[config.mk]
export PLATFORM = sky130hd
export DESIGN_NAME = mpwf_top
export DESIGN_NICKNAME = d
export VERILOG_FILES = /design/src/verilog/mpwf_pkg.sv /design/src/verilog/mpwf_top.sv /design/src/verilog/mpwf_perm_check.sv
export SDC_FILE = /design/constraint.sdc
export NUM_CORES = 1
export LEC_CHECK = 0
export ABC_AREA = 0
export BUFFER_PORTS_ARGS = -buffer_cell sky130_fd_sc_hd__buf_2
export CORE_MARGIN = 4
export CORE_UTILIZATION = 55
export DETAILED_ROUTE_END_ITERATION = 16
export GPL_TIMING_DRIVEN = 0
export PLACE_DENSITY = 0.81
export SYNTH_ARGS = -nofsm -noshare
export SYNTH_HDL_FRONTEND = slang
export SYNTH_SLANG_ARGS = --single-unit
[constraint.sdc]
create_clock -name clk_i -period 11.3 [get_ports clk_i]
set_input_delay 2.26 -clock clk_i [delete_from_list [all_inputs] [get_ports clk_i]]
set_output_delay 2.26 -clock clk_i [all_outputs]
set_load 0.005 [all_outputs]
[src/verilog/mpwf_pkg.sv]
// Package: constants, states and carriers of the page walk and fault unit
package mpwf_pkg;

  // ------------------------------------------------------------------
  // Register map, byte addresses on the Avalon-MM slave
  // ------------------------------------------------------------------
  localparam logic [3:0]  ADDR_DOMAIN_CTRL  = 4'h0;
  localparam logic [3:0]  ADDR_FAULT_STATUS = 4'h4;
  localparam logic [3:0]  ADDR_FAULT_ADDR   = 4'h8;
  localparam logic [3:0]  ADDR_CONTROL      = 4'hC;
  localparam logic [31:0] DOMAIN_CTRL_RST   = 32'h0000_0000;
  localparam logic [7:0]  FAULT_STATUS_RST  = 8'h00;
  localparam logic [31:0] FAULT_ADDR_RST    = 32'h0000_0000;
  localparam logic [31:0] TABLE_BASE_RST    = 32'h0000_0000;
  localparam logic [3:0]  CONTROL_RST       = 4'h0;
  // Control register bit positions
  localparam int CTL_MMU_EN   = 0;
  localparam int CTL_ALIGN_EN = 1;
  localparam int CTL_CACHE_EN = 2;
  localparam int CTL_WBUF_EN  = 3;
  localparam int CTL_SYS_BIT  = 8;
  localparam int CTL_ROM_BIT  = 9;
  localparam int TABLE_BASE_LSB = 14;

  // ------------------------------------------------------------------
  // Descriptor encodings and fault codes
  // ------------------------------------------------------------------
  localparam logic [1:0] L1_PAGE    = 2'h1;
  localparam logic [1:0] L1_SECTION = 2'h2;
  localparam logic [1:0] L2_INVALID = 2'h0;
  localparam logic [1:0] L2_LARGE   = 2'h1;
  localparam logic [1:0] L2_SMALL   = 2'h2;
  localparam logic [1:0] L2_RESV    = 2'h3;
  localparam logic [1:0] DOM_NONE   = 2'h0;
  localparam logic [1:0] DOM_CLIENT = 2'h1;
  localparam logic [1:0] DOM_RESV   = 2'h2;
  localparam logic [1:0] DOM_MGR    = 2'h3;
  localparam logic [3:0] FC_ALIGN     = 4'h1;
  localparam logic [3:0] FC_SEC_TRANS = 4'h5;
  localparam logic [3:0] FC_PG_TRANS  = 4'h7;
  localparam logic [3:0] FC_SEC_DOM   = 4'h9;
  localparam logic [3:0] FC_PG_DOM    = 4'hB;
  localparam logic [3:0] FC_SEC_PERM  = 4'hD;
  localparam logic [3:0] FC_PG_PERM   = 4'hF;

  // Walk states
  typedef enum logic [2:0] {
    ST_IDLE = 3'b000,
    ST_L1   = 3'b001,
    ST_L2   = 3'b010,
    ST_DONE = 3'b011
  } mpwf_state_t;

  // Core request carrier
  typedef struct packed {
    logic [31:0] vaddr;
    logic        write;
    logic        user;
    logic        data_word;
    logic        instr;
  } mpwf_req_t;

  // Translation result carrier
  typedef struct packed {
    logic [31:0] paddr;
    logic        cacheable;
    logic        bufferable;
    logic        abort;
    logic [3:0]  fault_code;
  } mpwf_resp_t;

endpackage

[src/verilog/mpwf_top.sv]
// Page walk, domain and permission checking, fault recording
// Functional notes
// - Second-level code 00 gives page translation fault
// - Code 01 decodes a 64-Kbyte large page
// - Code 10 decodes a 4-Kbyte small page
// - Code 11 is reserved, page translation fault
// - Bit 2 bufferable, used with write buffer on
// - Bit 3 cacheable, used with cache on
// - Bits 11:4 hold four subpage permission fields
// - Address quarter selects field, top uses highest
// - Page number from 31:12 small, 31:16 large
// - Section permissions checked before physical address
// - Page permissions checked; table base from descriptor
// - Any fault aborts access and informs core
// - Violations detected first, memory access suppressed
// - Data abort records code, domain and address
// - Prefetch abort only flags, records stay unchanged
// - Highest priority fault code is recorded
// - Section translation domain from bits 8:5
// - Domain register holds sixteen two-bit fields
// - Descriptor bits 8:5 select the domain field
// - Domain field 00 raises domain fault
// - Domain field 01 client, permissions checked
// - Domain field 10 acts as no access
// - Domain field 11 manager, no permission check
// - Misaligned data word raises alignment fault
//
// Added by the designer: the address map and the Avalon-MM interface to the registers.
`timescale 1ns/1ps
`default_nettype none

module mpwf_top (
  input  wire logic                clk_i,
  input  wire logic                reset_i,
  // Avalon-MM register slave
  input  wire logic [3:0]          avs_address_i,
  input  wire logic                avs_read_i,
  input  wire logic                avs_write_i,
  input  wire logic [31:0]         avs_writedata_i,
  input  wire logic [3:0]          avs_byteenable_i,
  output logic [31:0]              avs_readdata_o,
  output logic                     avs_waitrequest_o,
  output logic [1:0]               avs_response_o,
  // Core access request and answer
  input  wire logic                core_req_i,
  input  wire mpwf_pkg::mpwf_req_t core_req_data_i,
  output logic                     core_done_o,
  output mpwf_pkg::mpwf_resp_t     core_resp_o,
  output logic                     core_prefetch_abort_o,
  // Translation table read port
  output logic                     tbl_read_o,
  output logic [31:0]              tbl_addr_o,
  input  wire logic                tbl_valid_i,
  input  wire logic [31:0]         tbl_rdata_i,
  // Table base pointer value, written by the core's coprocessor path
  input  wire logic                base_wr_i,
  input  wire logic [31:0]         base_wdata_i
);

  // ------------------------------------------------------------------
  // Register file
  // ------------------------------------------------------------------
  logic [31:0]          domain_access_control_r, domain_access_control_nxt;
  logic [7:0]           fault_status_record_r, fault_status_record_nxt;
  logic [31:0]          fault_address_record_r, fault_address_record_nxt;
  logic [31:0]          table_base_pointer_r, table_base_pointer_nxt;
  logic [3:0]           control_r, control_nxt;
  logic                 control_sys_r, control_sys_nxt;
  logic                 control_rom_r, control_rom_nxt;
  logic                 rd_ack_r, rd_ack_nxt;
  logic [31:0]          rdata_r, rdata_nxt;
  logic [1:0]           resp_r, resp_nxt;
  logic                 rec_en;
  logic [7:0]           rec_value;
  logic                 hit_reg;

  // ------------------------------------------------------------------
  // Walk state
  // ------------------------------------------------------------------
  mpwf_pkg::mpwf_state_t state_r, state_nxt;
  mpwf_pkg::mpwf_req_t   req_r, req_nxt;
  mpwf_pkg::mpwf_resp_t  resp_out_r, resp_out_nxt;
  logic [31:0]           l1_r, l1_nxt;
  logic                  tbl_read_r, tbl_read_nxt;
  logic [31:0]           tbl_addr_r, tbl_addr_nxt;
  logic                  done_r, done_nxt;
  logic                  pabort_r, pabort_nxt;

  // Shared decode of the current descriptors
  logic [3:0]  dom_num;
  logic [1:0]  dom_field;
  logic [1:0]  sub_perm;
  logic        sec_deny;
  logic        sub_deny;
  logic        misaligned;

  assign hit_reg = (avs_address_i == mpwf_pkg::ADDR_DOMAIN_CTRL)
                || (avs_address_i == mpwf_pkg::ADDR_FAULT_STATUS)
                || (avs_address_i == mpwf_pkg::ADDR_FAULT_ADDR)
                || (avs_address_i == mpwf_pkg::ADDR_CONTROL);

  // Writes finish at once; reads wait one cycle so data come from a flop
  assign avs_waitrequest_o = avs_read_i && !rd_ack_r;
  assign avs_readdata_o    = rdata_r;
  assign avs_response_o    = resp_r;

  // Bus next-state logic; fault capture has priority over nothing, records are read-only
  always_comb begin
    domain_access_control_nxt = domain_access_control_r;
    table_base_pointer_nxt    = table_base_pointer_r;
    control_nxt               = control_r;
    control_sys_nxt           = control_sys_r;
    control_rom_nxt           = control_rom_r;
    fault_status_record_nxt   = fault_status_record_r;
    fault_address_record_nxt  = fault_address_record_r;
    rd_ack_nxt                = avs_read_i && !rd_ack_r;
    rdata_nxt                 = rdata_r;
    resp_nxt                  = resp_r;
    if (avs_write_i) begin
      resp_nxt = hit_reg ? 2'h0 : 2'h2;
      if (avs_address_i == mpwf_pkg::ADDR_DOMAIN_CTRL) begin
        for (int b = 0; b < 4; b++) begin
          if (avs_byteenable_i[b]) begin
            domain_access_control_nxt[b*8 +: 8] = avs_writedata_i[b*8 +: 8];
          end
        end
      end
      if (avs_address_i == mpwf_pkg::ADDR_CONTROL) begin
        if (avs_byteenable_i[0]) begin
          control_nxt = avs_writedata_i[3:0];
        end
        if (avs_byteenable_i[1]) begin
          control_sys_nxt = avs_writedata_i[mpwf_pkg::CTL_SYS_BIT];
          control_rom_nxt = avs_writedata_i[mpwf_pkg::CTL_ROM_BIT];
        end
      end
    end
    if (avs_read_i && !rd_ack_r) begin
      resp_nxt  = hit_reg ? 2'h0 : 2'h2;
      rdata_nxt = 32'h0000_0000;
      unique case (avs_address_i)
        mpwf_pkg::ADDR_DOMAIN_CTRL:  rdata_nxt = domain_access_control_r;
        mpwf_pkg::ADDR_FAULT_STATUS: rdata_nxt = {24'h000000, fault_status_record_r};
        mpwf_pkg::ADDR_FAULT_ADDR:   rdata_nxt = fault_address_record_r;
        mpwf_pkg::ADDR_CONTROL: begin
          rdata_nxt = {22'h000000, control_rom_r, control_sys_r, 4'h0, control_r};
        end
        default:                     rdata_nxt = 32'h0000_0000;
      endcase
    end
    if (base_wr_i) begin
      table_base_pointer_nxt = {base_wdata_i[31:mpwf_pkg::TABLE_BASE_LSB], 14'h0000};
    end
    if (rec_en) begin
      fault_status_record_nxt  = rec_value;
      fault_address_record_nxt = req_r.vaddr;
    end
  end

  // Register file flops
  always_ff @(posedge clk_i or posedge reset_i) begin
    if (reset_i) begin
      domain_access_control_r <= mpwf_pkg::DOMAIN_CTRL_RST;
      table_base_pointer_r    <= mpwf_pkg::TABLE_BASE_RST;
      control_r               <= mpwf_pkg::CONTROL_RST;
      control_sys_r           <= 1'b0;
      control_rom_r           <= 1'b0;
      fault_status_record_r   <= mpwf_pkg::FAULT_STATUS_RST;
      fault_address_record_r  <= mpwf_pkg::FAULT_ADDR_RST;
      rd_ack_r                <= 1'b0;
      rdata_r                 <= 32'h0000_0000;
      resp_r                  <= 2'h0;
    end else begin
      domain_access_control_r <= domain_access_control_nxt;
      table_base_pointer_r    <= table_base_pointer_nxt;
      control_r               <= control_nxt;
      control_sys_r           <= control_sys_nxt;
      control_rom_r           <= control_rom_nxt;
      fault_status_record_r   <= fault_status_record_nxt;
      fault_address_record_r  <= fault_address_record_nxt;
      rd_ack_r                <= rd_ack_nxt;
      rdata_r                 <= rdata_nxt;
      resp_r                  <= resp_nxt;
    end
  end

  // ------------------------------------------------------------------
  // Descriptor decode
  // ------------------------------------------------------------------
  // Domain number always from the first-level entry, even when invalid
  assign dom_num   = l1_r[8:5];
  assign dom_field = domain_access_control_r[{dom_num, 1'b0} +: 2];
  // Large pages pick the quarter by VA 15:14, small pages by VA 11:10
  assign sub_perm  = (tbl_rdata_i[1:0] == mpwf_pkg::L2_LARGE)
                   ? tbl_rdata_i[4 + {req_r.vaddr[15:14], 1'b0} +: 2]
                   : tbl_rdata_i[4 + {req_r.vaddr[11:10], 1'b0} +: 2];
  assign misaligned = control_r[mpwf_pkg::CTL_ALIGN_EN] && req_r.data_word
                   && (req_r.vaddr[1:0] != 2'h0);

  mpwf_perm_check u_sec_perm (
    .perm_i    (l1_r[11:10]),
    .sys_bit_i (control_sys_r),
    .rom_bit_i (control_rom_r),
    .user_i    (req_r.user),
    .write_i   (req_r.write),
    .deny_o    (sec_deny)
  );

  mpwf_perm_check u_sub_perm (
    .perm_i    (sub_perm),
    .sys_bit_i (control_sys_r),
    .rom_bit_i (control_rom_r),
    .user_i    (req_r.user),
    .write_i   (req_r.write),
    .deny_o    (sub_deny)
  );

  // ------------------------------------------------------------------
  // Walk machine
  // ------------------------------------------------------------------
  assign tbl_read_o            = tbl_read_r;
  assign tbl_addr_o            = tbl_addr_r;
  assign core_done_o           = done_r;
  assign core_resp_o           = resp_out_r;
  assign core_prefetch_abort_o = pabort_r;

  // Faults end the walk before any access is issued; the translated
  // address is only released when every check has passed
  always_comb begin
    state_nxt    = state_r;
    req_nxt      = req_r;
    resp_out_nxt = resp_out_r;
    l1_nxt       = l1_r;
    tbl_read_nxt = tbl_read_r;
    tbl_addr_nxt = tbl_addr_r;
    done_nxt     = 1'b0;
    pabort_nxt   = 1'b0;
    rec_en       = 1'b0;
    rec_value    = 8'h00;
    unique case (state_r)
      mpwf_pkg::ST_IDLE: begin
        if (core_req_i) begin
          req_nxt   = core_req_data_i;
          state_nxt = mpwf_pkg::ST_DONE;
        end
      end
      mpwf_pkg::ST_DONE: begin
        // First cycle after capture: alignment, then start the walk
        resp_out_nxt = '0;
        if (misaligned) begin
          resp_out_nxt.abort      = 1'b1;
          resp_out_nxt.fault_code = mpwf_pkg::FC_ALIGN;
          state_nxt = mpwf_pkg::ST_IDLE;
          done_nxt  = 1'b1;
        end else if (!control_r[mpwf_pkg::CTL_MMU_EN]) begin
          resp_out_nxt.paddr = req_r.vaddr; // Flat mapping
          state_nxt = mpwf_pkg::ST_IDLE;
          done_nxt  = 1'b1;
        end else begin
          tbl_read_nxt = 1'b1;
          tbl_addr_nxt = {table_base_pointer_r[31:14], req_r.vaddr[31:20], 2'h0};
          state_nxt    = mpwf_pkg::ST_L1;
        end
      end
      mpwf_pkg::ST_L1: begin
        if (tbl_valid_i) begin
          tbl_read_nxt = 1'b0;
          l1_nxt       = tbl_rdata_i;
          state_nxt    = mpwf_pkg::ST_L2;
          if (tbl_rdata_i[1:0] == mpwf_pkg::L1_PAGE) begin
            // Second fetch uses the page table base from the descriptor
            tbl_read_nxt = 1'b1;
            tbl_addr_nxt = {tbl_rdata_i[31:10], req_r.vaddr[19:12], 2'h0};
          end
        end
      end
      mpwf_pkg::ST_L2: begin
        // Checks are ordered from highest to lowest priority
        done_nxt = 1'b1;
        state_nxt = mpwf_pkg::ST_IDLE;
        resp_out_nxt.abort = 1'b1;
        if (l1_r[1:0] == mpwf_pkg::L1_SECTION) begin
          if (dom_field == mpwf_pkg::DOM_NONE || dom_field == mpwf_pkg::DOM_RESV) begin
            resp_out_nxt.fault_code = mpwf_pkg::FC_SEC_DOM;
          end else if (dom_field == mpwf_pkg::DOM_CLIENT && sec_deny) begin
            resp_out_nxt.fault_code = mpwf_pkg::FC_SEC_PERM;
          end else begin
            resp_out_nxt.abort      = 1'b0;
            resp_out_nxt.paddr      = {l1_r[31:20], req_r.vaddr[19:0]};
            resp_out_nxt.cacheable  = l1_r[3] && control_r[mpwf_pkg::CTL_CACHE_EN];
            resp_out_nxt.bufferable = l1_r[2] && control_r[mpwf_pkg::CTL_WBUF_EN];
          end
        end else if (l1_r[1:0] != mpwf_pkg::L1_PAGE) begin
          resp_out_nxt.fault_code = mpwf_pkg::FC_SEC_TRANS;
        end else if (!tbl_valid_i) begin
          // Waiting for the second-level entry
          done_nxt           = 1'b0;
          state_nxt          = mpwf_pkg::ST_L2;
          resp_out_nxt.abort = 1'b0;
        end else begin
          tbl_read_nxt = 1'b0;
          if (tbl_rdata_i[1:0] == mpwf_pkg::L2_INVALID ||
              tbl_rdata_i[1:0] == mpwf_pkg::L2_RESV) begin
            resp_out_nxt.fault_code = mpwf_pkg::FC_PG_TRANS;
          end else if (dom_field == mpwf_pkg::DOM_NONE || dom_field == mpwf_pkg::DOM_RESV) begin
            resp_out_nxt.fault_code = mpwf_pkg::FC_PG_DOM;
          end else if (dom_field == mpwf_pkg::DOM_CLIENT && sub_deny) begin
            resp_out_nxt.fault_code = mpwf_pkg::FC_PG_PERM;
          end else begin
            resp_out_nxt.abort = 1'b0;
            if (tbl_rdata_i[1:0] == mpwf_pkg::L2_LARGE) begin
              resp_out_nxt.paddr = {tbl_rdata_i[31:16], req_r.vaddr[15:0]};
            end else begin
              resp_out_nxt.paddr = {tbl_rdata_i[31:12], req_r.vaddr[11:0]};
            end
            resp_out_nxt.bufferable = tbl_rdata_i[2] && control_r[mpwf_pkg::CTL_WBUF_EN];
            resp_out_nxt.cacheable  = tbl_rdata_i[3] && control_r[mpwf_pkg::CTL_CACHE_EN];
          end
        end
      end
      default: begin
        state_nxt = mpwf_pkg::ST_IDLE;
      end
    endcase
    // Data aborts are recorded, prefetch aborts only flag the fetch
    if (done_nxt && resp_out_nxt.abort) begin
      if (req_r.instr) begin
        pabort_nxt = 1'b1;
      end else begin
        rec_en    = 1'b1;
        rec_value = {dom_num, resp_out_nxt.fault_code};
      end
    end
  end

  // Walk flops
  always_ff @(posedge clk_i or posedge reset_i) begin
    if (reset_i) begin
      state_r    <= mpwf_pkg::ST_IDLE;
      req_r      <= '0;
      resp_out_r <= '0;
      l1_r       <= 32'h0000_0000;
      tbl_read_r <= 1'b0;
      tbl_addr_r <= 32'h0000_0000;
      done_r     <= 1'b0;
      pabort_r   <= 1'b0;
    end else begin
      state_r    <= state_nxt;
      req_r      <= req_nxt;
      resp_out_r <= resp_out_nxt;
      l1_r       <= l1_nxt;
      tbl_read_r <= tbl_read_nxt;
      tbl_addr_r <= tbl_addr_nxt;
      done_r     <= done_nxt;
      pabort_r   <= pabort_nxt;
    end
  end

endmodule

`default_nettype wire

[src/verilog/mpwf_perm_check.sv]
// Access permission check of one two-bit permission field
`timescale 1ns/1ps
`default_nettype none

module mpwf_perm_check (
  input  wire logic [1:0] perm_i,
  input  wire logic       sys_bit_i,
  input  wire logic       rom_bit_i,
  input  wire logic       user_i,
  input  wire logic       write_i,
  output logic            deny_o
);

  // Permission field decode; reserved system/rom combination denies all
  always_comb begin
    deny_o = 1'b0;
    unique case (perm_i)
      2'h0: begin
        if (sys_bit_i && rom_bit_i) begin
          deny_o = 1'b1;
        end else if (sys_bit_i) begin
          deny_o = user_i || write_i;
        end else if (rom_bit_i) begin
          deny_o = write_i;
        end else begin
          deny_o = 1'b1;
        end
      end
      2'h1: deny_o = user_i;
      2'h2: deny_o = user_i && write_i;
      2'h3: deny_o = 1'b0;
    endcase
  end

endmodule

`default_nettype wire

==> metrics.txt <==
status=completed; Flop pwr share=0.423; cts repair resizes=0; Switching Share=0.3468; Final setup viols=0; DIE WIDTH=154.8 um; Post-synth top flop=dfrtp_1; setup TNS=0 ps; Starting Density=0.5621; WL/cell=21.62 um; Hold Crit Depth=1; FFs w/ async S/R, synth=1.000; worst slew pin tran=1082 ps; share of cells above drive strength 1=0.3847; clock buffer depth=3; post-layout util=0.6776; Tmin final=5441 ps; Clock Latency Late Sink=540 ps; CTS tree=built; peak supply drop=0.1464 mV; hold slack=471.9 ps; CTS buffer count=27; # fillers=1571; Worst Path Required=9040 ps; Max Clock Skew=22.41 ps; Post-CTS Repair Setup Buffers=0; highest clock rate=183.8 MHz; CTS H-Tree Depth=1; Worst Hold Path EP=fault_status_record_r[0]; Yosys warning count=0; routed via count=8809; Nets=1362; DRT Pass-1 Iters=5; Mapped Area=11850 um^2; Congestion Overflow GR=0; die area=23960 um^2; Worst path slowest cell=clkbuf_1; share of the synthesized area in the top cell type=0.5532; Cell Pwr Density=258.5 nW/um^2; P&R area growth vs syn=20.56%; max_slew headroom=0.2720; initial antenna violation count=3; HP Start=fault_status_record_r[0]; cell mode on critical path=buf_2; ANT nets after route=0; CP Capture Type=output pin; routability cong.=0.9098; IO buf count=235; RSZ-0062 raised after global routing=false; # DRC=0; # clock sinks=262; flop2flop setup slack=7440 ps; fin area=14290 um^2; Post-CTS Hold Fix Bufs=0; max cap viols=0; critical path class=input pin to output pin; synthesized netlist cell count=939; Post-synth EDFFs=0; post-synthesis cell type count=57; FF/Latch Area=6556 um^2; reg-to-reg endpoint=core_resp_o[9]; combinational group share of total power=0.350; Worst path max stage delay=380 ps; Tcrit/Tclk final=0.4815; cell row count=53; area of the multi-input gates=4947 um^2; Root Buffer=clkbuf_16; startpoint types=input pin; P_sw=1281 uW; critical path, cell by cell=buf_2, nand2b_1, clkbuf_1, inv_1, buf_2; FF-to-FF path depth=8; CP Max Fanout=7; placed inst area=13460 um^2; top-level I/O count=256; worst reg2reg startpoint=l1_r[8]; arrival time at the worst endpoint=3180 ps; leakage dissipation=0.006690 uW; Max Slew Vio Count=0; Synth area leaders=dfrtp_1 (55%), mux2_2 (11%), mux2_4 (4.9%); final wirelength=32490 um; Core ar.=21090 um^2; sequential fraction of the synthesis area=0.5532; vias per inst=5.861; number of synthesized register bits=262; Final Hold Fails=0; clock power share=0.227; largest net degree at the start of global routing=127; CTS clk-pin slew, worst paths=60 ps; Synth area leader=dfrtp_1; Avg Cell Area, Syn=12.62 um^2; number of global-route vias before repair=9121; Hold WC Path Type=flip-flop to flip-flop; die height=154.8 um; first-pass GRT wire length=50140 um; CP Launch Point=avs_read_i; Int Pwr=2413 uW; DR iter-0 viols=701; gr usage total=0.2671; Post-DP HPWL=24210 um
[how the worst max path moves through the flow]
stage                     cells past startpoint                  endpoint  slack [ps]
final                                         5         avs_waitrequest_o        5860
after global routing                         12            core_resp_o[9]        5800
after CTS                                     5         avs_waitrequest_o        5880
after detailed placement                     13  fault_status_record_r[3]        5430
after global placement                        2        avs_readdata_o[23]        -920
after floorplan                               1         avs_readdata_o[0]        1830
[cell usage after synthesis, drive strengths merged (7+ instances only)]
| library cell | number |
|---|---|
| nand3 | 12 |
| a21oi | 24 |
| a22oi | 26 |
| inv | 17 |
| mux2i | 44 |
| nor3 | 7 |
| ha | 8 |
| a211oi | 13 |
| nand2 | 102 |
| buf | 19 |
| mux4 | 14 |
| clkbuf | 38 |
| nor2 | 20 |
| mux2 | 155 |
| dfrtp | 262 |
| a22o | 33 |
| o21ai | 86 |
[power groups by stage]
stage / Combinational [uW] / Clock (uW) / Sequential, uW
finish: 1290 / 838 / 1560
global route: 1410 / 891 / 1600
CTS: 1290 / 855 / 1560
detailed placement: 1290 / 0 / 1570
global placement: 1240 / 0 / 1560
floorplan: 923 / 0 / 1460
[area by class of cell]
type                            count  area share
Antenna cell                        1   0.0001751
Buffer                             57     0.02136
Clock buffer                       39     0.05394
Clock inverter                     10    0.004290
Inverter                           17    0.004991
Multi-Input combinational cell    605      0.3462
Sequential cell                   262      0.4588
Tap cell                          275     0.02408
Timing Repair Buffer              237     0.08616
[sequential cells by signal, indices dropped and copies added (netlist names)]
signal,flops
control_r,4
domain_access_control_r,32
core_done_o,1
l1_r,22
req_r,36
table_base_pointer_r,18
core_resp_o,39
core_prefetch_abort_o,1
avs_readdata_o,32
fault_status_record_r,8
fault_address_record_r,32
tbl_read_o,1
control_rom_r,1
avs_response_o,1
rd_ack_r,1
state_r,2
tbl_addr_o,30
control_sys_r,1
[logic make-up (layout without fill, tap and decap cells)]
group / count (synthesis) / count (layout) / synth area share
flops: 262 / 262 / 0.5532
mux: 213 / 213 / 0.2237
compound gates: 212 / 212 / 0.1185
simple gates: 169 / 169 / 0.06471
buf+inv: 74 / 360 / 0.03114
fa+ha+maj: 8 / 8 / 0.008445
other cells: 1 / 4 / 0.0003164
[routing by layer]
layer	track usage	up-vias	part of all wire
met5	0	-	0.00071
met4	0.07485	6	0.029
met3	0.05904	78	0.078
met2	0.4432	363	0.49
met1	0.3581	4415	0.41
li1	-	3947	-
[critical path: cells and delay by family]
family | cells | cell delay, ps
buffers and inverters | 4 | 830
and+or+nand+nor | 1 | 80
[per-stage QoR]
step / cells / total power (uW) / setup slack, ps
2_1_floorplan: 941 / 2385 / 1828
3_3_place_gp: 1451 / 2804 / -918.3
3_5_place_dp: 1453 / 2856 / 5432
4_1_cts: 1502 / 3708 / 5884
5_1_grt: 1502 / 3898 / 5801
6_report: 1503 / 3694 / 5859
[placed cells by master, fill, tap and decap left out, types with 5 or more instances in the layout]
cell       instances
a211oi_1          13
a21oi_1           23
a22o_1            33
a22oi_1           26
and2_1             5
buf_1              5
buf_2            241
clkbuf_1          45
clkbuf_16         27
clkbuf_8           5
clkinv_2           7
dfrtp_1          262
ha_1               8
inv_1             16
mux2_2           114
mux2_4            39
mux2i_1           43
mux4_2            14
nand2_1          102
nand3_1           12
nor2_1            19
nor2b_1            5
nor3_1             7
o21ai_0           71
o21ai_1           15
Note: power is estimated with default switching activity, not from simulation.
